[src/rtl/smpcg_pkg.sv]
// What this block does
// - A port whose bit is one is clocked in Sleep; at zero it is gated off.
// - A bus access to a port whose clock is gated off ends in a bus fault.
// - Reset clears every port enable bit, so all ports start unclocked.
// - The sleep register steers gating only in Sleep, other sets elsewhere.
// - Sleep settings apply only with auto gating selected, else run ones.
// - Enable bits for ports A to E sit at bits 0 to 4, each read and write.
// - Bits 31 to 5 read zero and ignore writes; software keeps them intact.
package smpcg_pkg;

	localparam int NUM_PORTS = 5;
	localparam int ADDR_W = 12;
	localparam int DATA_W = 32;

	localparam logic [ADDR_W-1:0] SLEEP_GATE_OFFSET = 12'h118;
	localparam logic [ADDR_W-1:0] FAULT_STATUS_OFFSET = 12'h200;
	localparam logic [ADDR_W-1:0] FAULT_MASK_OFFSET = 12'h204;

	localparam int PORT_A_POS = 0;
	localparam int PORT_E_POS = 4;
	localparam logic [NUM_PORTS-1:0] SLEEP_GATE_RESET = 5'h00;
	localparam logic [NUM_PORTS-1:0] FAULT_STATUS_RESET = 5'h00;
	localparam logic [NUM_PORTS-1:0] FAULT_MASK_RESET = 5'h00;
	localparam logic [DATA_W-1:0] READ_ZERO = 32'h00000000;

	typedef struct packed {
		logic [ADDR_W-1:0] addr;
		logic [DATA_W-1:0] wdata;
		logic wr;
		logic rd;
	} smpcg_bus_req_type;

	typedef struct packed {
		logic auto_clock_gating_select;
		logic sleepMode;
		logic deepSleepMode;
	} smpcg_power_state_type;

	typedef enum logic [1:0] {
		SRC_RUN,
		SRC_SLEEP,
		SRC_DEEP
	} smpcg_source_type;

endpackage : smpcg_pkg

[src/rtl/smpcg_gate_ctrl.sv]
`timescale 1ns/10ps
module smpcg_gate_ctrl
	import smpcg_pkg::*;
(
	// Clock and reset
	input wire logic mclk,
	input wire logic sys_rst,
	// Settings and source
	input wire logic runEn,
	input wire logic sleepEn,
	input wire logic deepEn,
	input smpcg_source_type source,
	// Registered clock enable
	output logic clockEnable
);

	logic clockEnableNext;

	always_comb begin
		case (source)
			SRC_SLEEP: clockEnableNext = sleepEn;
			SRC_DEEP: clockEnableNext = deepEn;
			SRC_RUN: clockEnableNext = runEn;
			default: clockEnableNext = runEn;
		endcase
	end

	// One flop per port, so the gate enable never glitches
	always_ff @(posedge mclk or posedge sys_rst) begin
		if (sys_rst) begin
			clockEnable <= 1'b0;
		end else begin
			clockEnable <= clockEnableNext;
		end
	end

endmodule : smpcg_gate_ctrl

[src/rtl/smpcg_top.sv]
`timescale 1ns/10ps
module smpcg_top
	import smpcg_pkg::*;
(
	// Clock and reset
	input wire logic mclk,
	input wire logic sys_rst,
	// Register port
	input smpcg_bus_req_type busReq,
	output logic [DATA_W-1:0] busRdata,
	// Companion settings and power state
	input wire logic [NUM_PORTS-1:0] run_port_clock_gate,
	input wire logic [NUM_PORTS-1:0] deep_sleep_port_clock_gate,
	input smpcg_power_state_type powerState,
	// Port access check
	input wire logic [NUM_PORTS-1:0] portAccess,
	output logic [NUM_PORTS-1:0] portBusFault,
	// Gated port clock enables
	output logic [NUM_PORTS-1:0] portClockEnable,
	// Interrupt
	output logic irq
);

	logic [NUM_PORTS-1:0] sleepGate_reg;
	logic [NUM_PORTS-1:0] faultStatus_reg;
	logic [NUM_PORTS-1:0] faultMask_reg;
	logic [NUM_PORTS-1:0] faultMask_next;
	logic [NUM_PORTS-1:0] faultEvent;
	logic [NUM_PORTS-1:0] faultStatus_next;
	logic [DATA_W-1:0] rdata_next;
	logic statusRead;
	smpcg_source_type source;

	function automatic logic hit(input smpcg_bus_req_type req,
		input logic [ADDR_W-1:0] offset);
		hit = req.addr == offset;
	endfunction : hit

	function automatic logic [DATA_W-1:0] widen(
		input logic [NUM_PORTS-1:0] v);
		widen = {{(DATA_W-NUM_PORTS){1'b0}}, v};
	endfunction : widen

	// Which register set drives gating now
	always_comb begin
		if (!powerState.auto_clock_gating_select) begin
			source = SRC_RUN;
		end else if (powerState.deepSleepMode) begin
			source = SRC_DEEP;
		end else if (powerState.sleepMode) begin
			source = SRC_SLEEP;
		end else begin
			source = SRC_RUN;
		end
	end

	// Sleep gating register, bits 4:0 only
	always_ff @(posedge mclk or posedge sys_rst) begin
		if (sys_rst) begin
			sleepGate_reg <= SLEEP_GATE_RESET;
		end else if (busReq.wr && hit(busReq, SLEEP_GATE_OFFSET)) begin
			sleepGate_reg <= busReq.wdata[PORT_E_POS:PORT_A_POS];
		end
	end

	always_ff @(posedge mclk or posedge sys_rst) begin
		if (sys_rst) begin
			faultMask_reg <= FAULT_MASK_RESET;
		end else begin
			faultMask_reg <= faultMask_next;
		end
	end

	// Mask write seen by irq in the same cycle
	always_comb begin
		faultMask_next = faultMask_reg;
		if (busReq.wr && hit(busReq, FAULT_MASK_OFFSET)) begin
			faultMask_next = busReq.wdata[NUM_PORTS-1:0];
		end
	end

	genvar i;
	generate
		for (i = 0; i < NUM_PORTS; i++) begin : g_port
			smpcg_gate_ctrl u_gate (
				.mclk(mclk),
				.sys_rst(sys_rst),
				.runEn(run_port_clock_gate[i]),
				.sleepEn(sleepGate_reg[i]),
				.deepEn(deep_sleep_port_clock_gate[i]),
				.source(source),
				.clockEnable(portClockEnable[i])
			);
		end
	endgenerate

	// Access to an unclocked port faults
	assign faultEvent = portAccess & ~portClockEnable;

	always_ff @(posedge mclk or posedge sys_rst) begin
		if (sys_rst) begin
			portBusFault <= '0;
		end else begin
			portBusFault <= faultEvent;
		end
	end

	// Sticky status, cleared by read; a new event wins
	assign statusRead = busReq.rd && hit(busReq, FAULT_STATUS_OFFSET);
	always_comb begin
		faultStatus_next = statusRead ? '0 : faultStatus_reg;
		faultStatus_next = faultStatus_next | faultEvent;
	end

	always_ff @(posedge mclk or posedge sys_rst) begin
		if (sys_rst) begin
			faultStatus_reg <= FAULT_STATUS_RESET;
		end else begin
			faultStatus_reg <= faultStatus_next;
		end
	end

	always_ff @(posedge mclk or posedge sys_rst) begin
		if (sys_rst) begin
			irq <= 1'b0;
		end else begin
			irq <= |(faultStatus_next & faultMask_next);
		end
	end

	// Read data in the cycle after the strobe only
	always_comb begin
		rdata_next = READ_ZERO;
		if (busReq.rd) begin
			if (hit(busReq, SLEEP_GATE_OFFSET)) begin
				rdata_next = widen(sleepGate_reg);
			end else if (hit(busReq, FAULT_STATUS_OFFSET)) begin
				rdata_next = widen(faultStatus_reg);
			end else if (hit(busReq, FAULT_MASK_OFFSET)) begin
				rdata_next = widen(faultMask_reg);
			end
		end
	end

	always_ff @(posedge mclk or posedge sys_rst) begin
		if (sys_rst) begin
			busRdata <= READ_ZERO;
		end else begin
			busRdata <= rdata_next;
		end
	end

endmodule : smpcg_top

[config.mk]
export PLATFORM = sky130hd
export DESIGN_NAME = smpcg_top
export DESIGN_NICKNAME = d
export VERILOG_FILES = /design/src/rtl/smpcg_pkg.sv /design/src/rtl/smpcg_gate_ctrl.sv /design/src/rtl/smpcg_top.sv
export SDC_FILE = /design/constraint.sdc
export NUM_CORES = 1
export LEC_CHECK = 0
export BUFFER_PORTS_ARGS = -buffer_cell sky130_fd_sc_hd__buf_2
export CELL_PAD_IN_SITES_DETAIL_PLACEMENT = 1
export CELL_PAD_IN_SITES_GLOBAL_PLACEMENT = 1
export CORE_UTILIZATION = 30
export DETAILED_ROUTE_END_ITERATION = 8
export PLACE_DENSITY_LB_ADDON = 0.08
export SLEW_MARGIN = 10
export SYNTH_ARGS = -nofsm -noshare
export SYNTH_HDL_FRONTEND = slang
export SYNTH_SLANG_ARGS = --single-unit
[constraint.sdc]
create_clock -name mclk -period 1.25 [get_ports mclk]
set_input_delay 0.125 -clock mclk [delete_from_list [all_inputs] [get_ports mclk]]
set_output_delay 0.125 -clock mclk [all_outputs]
set_load 0.01 [all_outputs]
## Word-level counts from Yosys, hierarchy flattened

Index checks and enable logic that the tools add are counted.

| storage, ports and cells | value |
|---|---|
| flip-flop bits (word level) | 58 |
| bits of input ports | 66 |
| output and inout port bits | 43 |

| cells by class | value |
|---|---|
| equal/unequal tests | 5 |
| multiplexer cells | 14 |
| bitwise logic cells | 4 |
| reductions and logical operators | 4 |

Operators with widths:

| operator | count |
|---|---|
| $mux 5 | 6 |
| $eq 12x10->1 const B | 2 |
| $eq 12x9->1 const B | 1 |
| $and 5x5->5 | 2 |
| $pmux 1 s2 | 5 |
| $not 5->5 | 1 |
| $or 5x5->5 | 1 |
| $reduce_or 5->1 | 1 |
| $mux 2 | 2 |
| $logic_and 1x1->1 | 3 |
| $eq 2x1->1 const B | 1 |
| $eq 2x2->1 const B | 1 |
| $mux 1 | 1 |

## Longest topological paths before layout

Gate-level depths: netlist of run 1.

| logic depth | value |
|---|---|
| word-level depth | 6 |
| depth in mapped cells | 6 |
| mapped depth without buffers | 6 |

## By module

From an unflattened synthesis of run 1, not the netlist that was laid out.

| second synthesis, totals | value |
|---|---|
| cell total of the unflattened synthesis | 171 |
| area total of the unflattened synthesis | 1749.2 um2 |

Modules (own cells, without submodules):

| module | instances | cells each | area each (um2) | sequential area each (um2) |
|---|---|---|---|---|
| smpcg_top | 1 | 126 | 1361.3 | 650.6 |
| smpcg_gate_ctrl | 5 | 9 | 77.6 | 25.0 |

## Worst setup path after synthesis of run 1

No wires, ideal clock.

| timing path | value |
|---|---|
| path kind | input-to-reg |
| start | in busReq[35] (netlist bit) |
| end | reg irq |
| arrival time | 1526 ps |
| data required time | 1122 ps |
| setup slack | -403 ps |
| stages | 5 |
| path through | nor4_4 and4b_1 mux2_1 a222oi_1 nand2_1 |

RTL lines:

| item | line | RTL |
|---|---|---|
| from (decl) | smpcg_top.sv:9 | `input smpcg_bus_req_type busReq,` |
| $eq 12x10->1 | smpcg_top.sv:36 | `hit = req.addr == offset;` |
| $logic_and 1x1->1 | smpcg_top.sv:77 | `if (busReq.wr && hit(busReq, FAULT_MASK_OFFSET)) begin` |
| $mux 5 | smpcg_top.sv:77 |  |
| via faultMask_next[2] | smpcg_top.sv:27 | `logic [NUM_PORTS-1:0] faultMask_next;` |
| $and 5x5->5 | smpcg_top.sv:127 | `irq <= \|(faultStatus_next & faultMask_next);` |
| $reduce_or 5->1 | smpcg_top.sv:127 |  |
| to (signal assigned) | smpcg_top.sv:127 |  |
| to (decl) | smpcg_top.sv:21 | `output logic irq` |

The timed path passes the listed nets, and every way through them passes these cells.
A chain may end at the register's enable or synchronous reset.

## Worst setup path after layout of run 1

| timing path | value |
|---|---|
| start | in busReq[42] (netlist bit) |
| end | reg irq |

Same word-level chain as after synthesis.

==> results of run 1 <==
## logic make-up (layout without fill, tap and decap cells)
kind of cell	count (synthesis)	after routing	synth area share
mux	10	10	0.0721
other cells	1	27	0.00232
buf+inv	36	83	0.158
compound gates	22	22	0.107
simple gates	35	35	0.164
fa+ha+maj	2	2	0.0155
flops	31	31	0.481
## layout make-up
type | count | area (um2)
clock buffers | 6 | 82.6
clock inverters | 1 | 5.00
fillers | 611 | 2980
inverters | 3 | 11.3
multi-input cells | 96 | 722
flip-flops and latches | 31 | 776
well taps | 70 | 87.6
repair buffers | 73 | 475
## cells in the mapped netlist (all sizes together)
cell / instances
nand4b: 2
nand4: 1
and3: 2
nor4: 2
inv: 3
a21o: 5
buf: 32
and4b: 2
a222oi: 6
and4bb: 1
ha: 2
nor2b: 11
nor2: 2
a22oi: 6
o21ai: 5
nor3: 1
dfrtp: 31
mux2: 10
conb: 1
and4: 1
nor4bb: 1
clkbuf: 1
nand2: 8
nor4b: 1
## through the flow
stage | instance area [um2] | cells | worst slack [ns]
after floorplan | 1720 | 163 | -0.373
after global placement | 1940 | 268 | -0.510
after detailed placement | 1940 | 268 | -0.571
after CTS | 2130 | 279 | -0.247
after global routing | 2160 | 280 | -0.312
final | 2160 | 280 | -0.222
## timing repair
action | in CTS | in global routing
hold buffers | 1 | 0
setup endpoints to repair | 6 | 11
pin swaps | 6 | 5
resized for setup | 13 | 9
buffers inserted | 3 | 1
endpoints found under the hold margin | 31 | 0
## power by group through the flow
stage	Combinational, mW	Clock (mW)	Sequential [mW]
6_report	0.315	0.780	1.05
5_1_grt	0.348	0.859	1.05
4_1_cts	0.310	0.823	1.05
3_5_place_dp	0.280	0	1.07
3_3_place_gp	0.271	0	1.06
2_1_floorplan	0.200	0	1.07
## routing by layer
metal | up-vias | wire length [um]
li1 | 578 | -
met1 | 598 | 1720
met2 | 56 | 2150
met3 | 4 | 229
met4 | 0 | 37
met5 | - | 0
## path summary, 6_finish.rpt
| kind | endpoint | cells after the start | from |
|---|---|---|---|
| setup / recovery | irq$_DFF_PP0_ | 7 | busReq[42] |
| hold / removal | g_port[2].u_gate.clockEnable$_DFF_PP0_ | 3 | run_port_clock_gate[2] |
| setup reg to reg | irq$_DFF_PP0_ | 3 | faultMask_reg[3]$_DFF_PP0_ |
| hold reg to reg | portBusFault[3]$_DFF_PP0_ | 1 | g_port[3].u_gate.clockEnable$_DFF_PP0_ |
| max in group asynchronous | faultMask_reg[4]$_DFF_PP0_ | 4 | sys_rst |
| min in group asynchronous | g_port[4].u_gate.clockEnable$_DFF_PP0_ | 4 | sys_rst |
## worst max-delay path: cells and delay by family
| kind | cells | cell delay, ns |
|---|---|---|
| and+or+nand+nor | 3 | 0.63 |
| AOI/OAI and AO/OA | 1 | 0.30 |
| buffers and inverters | 2 | 0.25 |
| muxes | 1 | 0.32 |
==> flow_metrics.env, run 1 <==
export IMPL_outcome="complete, but fails checks"
export IMPL_violations="setup timing"
export IMPL_grt_pass1_vias=1270
export IMPL_p_int_mw=1.61
export IMPL_drc_errors=0
export IMPL_clk_pin_slew_worst_paths_ns=0.06
export IMPL_crit_chain="buf_8 -> nor4bb_4 -> buf_4 -> and4b_2 -> mux2_4 -> a222oi_1 -> nand2_1"
export IMPL_most_common_layout_cells="48 x buf_2, 31 x dfrtp_1, 27 x conb_1, 13 x buf_4"
export IMPL_cts_buffer_depth=2
export IMPL_synth_area_mm2=0.00161
export IMPL_routed_wl_um=4130
export IMPL_max_stage_delay_ns=0.32
export IMPL_seqPwrFrac=0.488
export IMPL_critPathMaxFanout=3
export IMPL_synth_seq_area_share=0.481
export IMPL_cts_buffers=5
export IMPL_cp_arrival_ns=1.63
export IMPL_final_util=0.420
export IMPL_synth_cell_types=28
export IMPL_die_h_um=75.4
export IMPL_yosysTopAreaCell="dfrtp_1"
export IMPL_powerDensity_mw_per_mm2=991
export IMPL_gr_usage_met1=0.196
export IMPL_cts_htree_levels=2
export IMPL_ys_ff_latch=31
export IMPL_p_switching_mw=0.533
export IMPL_end_kind="flip-flop"
export IMPL_cts_sinks=31
export IMPL_initial_core_util=0.314
export IMPL_die_area_mm2=0.00568
export IMPL_setup_ws_ns=-0.222
export IMPL_gp_congestion=0.777
export IMPL_insertion_delay_ns=0.28
export IMPL_max_vdd_ir_drop_uv=432
export IMPL_drive_gt1_frac=0.481
export IMPL_yosys_top_cells_area="dfrtp_1 48%, buf_4 15%, mux2_2 5.6%"
export IMPL_rsz0062_at_grt="true"
export IMPL_max_freq_mhz=680
export IMPL_core_area_mm2=0.00514
export IMPL_p_comb_frac=0.147
export IMPL_p_total_mw=2.14
export IMPL_top_usage_layer="met2"
export IMPL_dr_pass1_iters=4
export IMPL_cts_tree="built"
export IMPL_io_pins=109
export IMPL_antenna_found_initial=0
export IMPL_timing_final_crit_period_ns=1.47
export IMPL_rows=26
export IMPL_viasPerCell=4.41
export IMPL_fin_crit_sh=1.18
export IMPL_skew_ns=0.00368
export IMPL_grtUsageMet3=0.0450
export IMPL_slew_violations=0
export IMPL_grt_usage=0.158
export IMPL_regToRegSetupSlack_ns=0.04
export IMPL_grt_util_met2=0.266
export IMPL_setup_tns_ns=-0.235
export IMPL_whs_ns=0.0642
export IMPL_p_leak_nw=1.13
export IMPL_syn_avg_cell_area_um2=11.8
export IMPL_area_delta_synth_final_pct=33.8
export IMPL_root_buffer="clkbuf_8"
export IMPL_dp_hpwl_um=3260
export IMPL_vias=1236
export IMPL_hold_viol_final=0
export IMPL_drv_cap=0
export IMPL_cp_required_ns=1.40
export IMPL_finalSetupViolCount=2
export IMPL_grt_first_pass_wirelength_um=6330
export IMPL_startpoint_type="input port"
export IMPL_slowest_stage="mux2_4"
export IMPL_synth_top_cell_area_share=0.481
export IMPL_nNetsFinal=278
export IMPL_antenna_cells=0
export IMPL_hp_class="in2reg"
export IMPL_ant_nets=0
export IMPL_die_w_um=75.4
export IMPL_swShare=0.249
export IMPL_timing_worst_setup_path_type="in2reg"
export IMPL_portBuffers=54
export IMPL_overflow=0
export IMPL_layout_cells_most_common="buf_2"
export IMPL_power_frac_clock=0.365
export IMPL_first_iter_violations=77
export IMPL_grt_max_degree=32
export IMPL_wire_per_inst_um=14.8
export IMPL_syn_instance_count=137
export IMPL_yosys_warnings=0
(Power assumes the default switching activity.)
==> run 2, diff against run 1 <==
REMOVE_ABC_BUFFERS = 1   (was unset)
==> run 2 against run 1 <==
Against the previous run:
- non-clock buffer count is 2 lower
- sequential cell count stayed put
- the run still ends with setup timing left
- wire length is 1.7% lower
- die area stayed put
- sequential share of layout area is 0.79 points higher
==> flow_metrics.env, run 2 (synthesized netlist as in run 1, its figures left out) <==
export IMPL_ant_nets=0
export IMPL_startpoint_type="input port"
export IMPL_antenna_found_initial=0
export IMPL_max_stage_delay_ns=0.35
export IMPL_hp_class="in2reg"
export IMPL_die_area_mm2=0.00568
export IMPL_viasPerCell=4.44
export IMPL_overflow=0
export IMPL_nNetsFinal=276
export IMPL_skew_ns=0.00359
export IMPL_clk_pin_slew_worst_paths_ns=0.06
export IMPL_p_int_mw=1.54
export IMPL_seqPwrFrac=0.510
export IMPL_drive_gt1_frac=0.464
export IMPL_power_frac_clock=0.341
export IMPL_grt_usage=0.153
export IMPL_drv_cap=0
export IMPL_cts_tree="built"
export IMPL_first_iter_violations=74
export IMPL_crit_chain="buf_6 -> nor4bb_4 -> buf_4 -> and4b_2 -> mux2_4 -> a222oi_1 -> nand2_1"
export IMPL_core_area_mm2=0.00514
export IMPL_antenna_cells=0
export IMPL_cts_buffers=5
export IMPL_drc_errors=0
export IMPL_timing_worst_setup_path_type="in2reg"
export IMPL_p_total_mw=2.05
export IMPL_dp_hpwl_um=3130
export IMPL_finalSetupViolCount=1
export IMPL_fillers=620
export IMPL_crit_buf_inv=2
export IMPL_slew_violations=0
export IMPL_portBuffers=54
export IMPL_gp_congestion=0.806
export IMPL_setup_ws_ns=-0.278
export IMPL_timing_final_crit_period_ns=1.53
export IMPL_io_pins=109
export IMPL_max_vdd_ir_drop_uv=483
export IMPL_grt_max_degree=32
export IMPL_rows=26
export IMPL_root_buffer="clkbuf_8"
export IMPL_initial_core_util=0.314
export IMPL_max_freq_mhz=655
export IMPL_pre_cts_ws_ns=-0.664
export IMPL_p_comb_frac=0.149
export IMPL_slowest_stage="a222oi_1"
export IMPL_hold_viol_final=0
export IMPL_violations="setup timing"
export IMPL_reg2reg_depth=3
export IMPL_grt_pass1_vias=1241
export IMPL_rsz0062_at_grt="true"
export IMPL_vias=1229
export IMPL_cpLargestDelayFamily="simple AND/OR/NAND/NOR gates"
export IMPL_outcome="complete, but fails checks"
export IMPL_min_path_cells=3
export IMPL_cp_arrival_ns=1.69
export IMPL_final_util=0.411
export IMPL_p_switching_mw=0.508
export IMPL_insertion_delay_ns=0.28
export IMPL_cts_buffer_depth=2
export IMPL_dr_pass1_iters=6
export IMPL_grt_first_pass_wirelength_um=6150
export IMPL_die_w_um=75.4
export IMPL_area_delta_synth_final_pct=30.9
export IMPL_routed_wl_um=4060
export IMPL_fin_crit_sh=1.22
export IMPL_swShare=0.248
export IMPL_wire_per_inst_um=14.7
export IMPL_critPathMaxFanout=3
export IMPL_powerDensity_mw_per_mm2=969
export IMPL_p_leak_nw=1.10
export IMPL_end_kind="flip-flop"
export IMPL_die_h_um=75.4
export IMPL_most_common_layout_cells="49 x buf_2, 31 x dfrtp_1, 27 x conb_1, 13 x buf_4, 11 x nor2b_1"
export IMPL_cp_required_ns=1.41
export IMPL_cp_depth=7
export IMPL_cts_htree_levels=2
export IMPL_cts_sinks=31
export IMPL_layout_cells_most_common="buf_2"
==> run 2: cell types whose count changed in the layout (fill, tap and decap cells not counted), sizes merged <==
cell / change
buf: -2
clkinv: -1
==> run 2: cell type report <==
type | instances | area, um2 | area share
clock buffers | 6 | 72.6 | 0.0343
repair buffers | 71 | 450 | 0.213
well taps | 70 | 87.6 | 0.0414
flip-flops and latches | 31 | 776 | 0.367
inverters | 3 | 11.3 | 0.00533
multi-input cells | 96 | 716 | 0.339
==> run 2: layer usage <==
metal	share of wire	GRT usage	routed length (um)	vias to the layer above
li1	-	-	-	572
met1	0.42	0.184	1690	603
met2	0.52	0.262	2100	49
met3	0.058	0.0516	236	5
met4	0.0096	0.0432	39	0
met5	0	0	0	-
==> run 2: final timing paths <==
check	startpoint	to	slack, ns
max	busReq[37]	irq$_DFF_PP0_	-0.28
min	run_port_clock_gate[4]	g_port[4].u_gate.clockEnable$_DFF_PP0_	0.06
max reg2reg	faultMask_reg[3]$_DFF_PP0_	irq$_DFF_PP0_	0.03
min reg2reg	g_port[0].u_gate.clockEnable$_DFF_PP0_	portBusFault[0]$_DFF_PP0_	0.44
max in group asynchronous	sys_rst	busRdata[1]$_DFF_PP0_	0.49
min in group asynchronous	sys_rst	portBusFault[0]$_DFF_PP0_	0.47
==> run 2: per-stage QoR <==
stage	area [um2]	setup TNS [ns]	hold WS [ns]	cells
2_1_floorplan	1470	-0.500	0.229	130
3_3_place_gp	1930	-4.31	0.221	268
3_5_place_dp	1930	-4.98	0.234	268
4_1_cts	2090	-0.273	0.0550	277
5_1_grt	2110	-0.601	0.0518	277
6_report	2110	-0.278	0.0597	277
==> run 2: timing repair <==
action,in CTS,in global routing
endpoints found under the setup margin,11,9
endpoints found under the hold margin,31,0
resized for setup,16,6
buffers inserted,2,1
gates cloned,0,0
hold buffers,1,0
pin swaps,5,3
==> run 2: worst reg2reg max path, stage by stage (launching register included) <==
cell and delay, ns:
dfrtp_1 0.39, mux2_4 0.28, a222oi_1 0.35, nand2_1 0.09
==> run 2: power groups by stage <==
stage	sequential, mW	clock [mW]	combinational (mW)
final	1.04	0.699	0.305
after global routing	1.05	0.767	0.338
after global placement	1.06	0	0.270
after detailed placement	1.06	0	0.278
after floorplan	1.08	0	0.108
after CTS	1.04	0.721	0.300
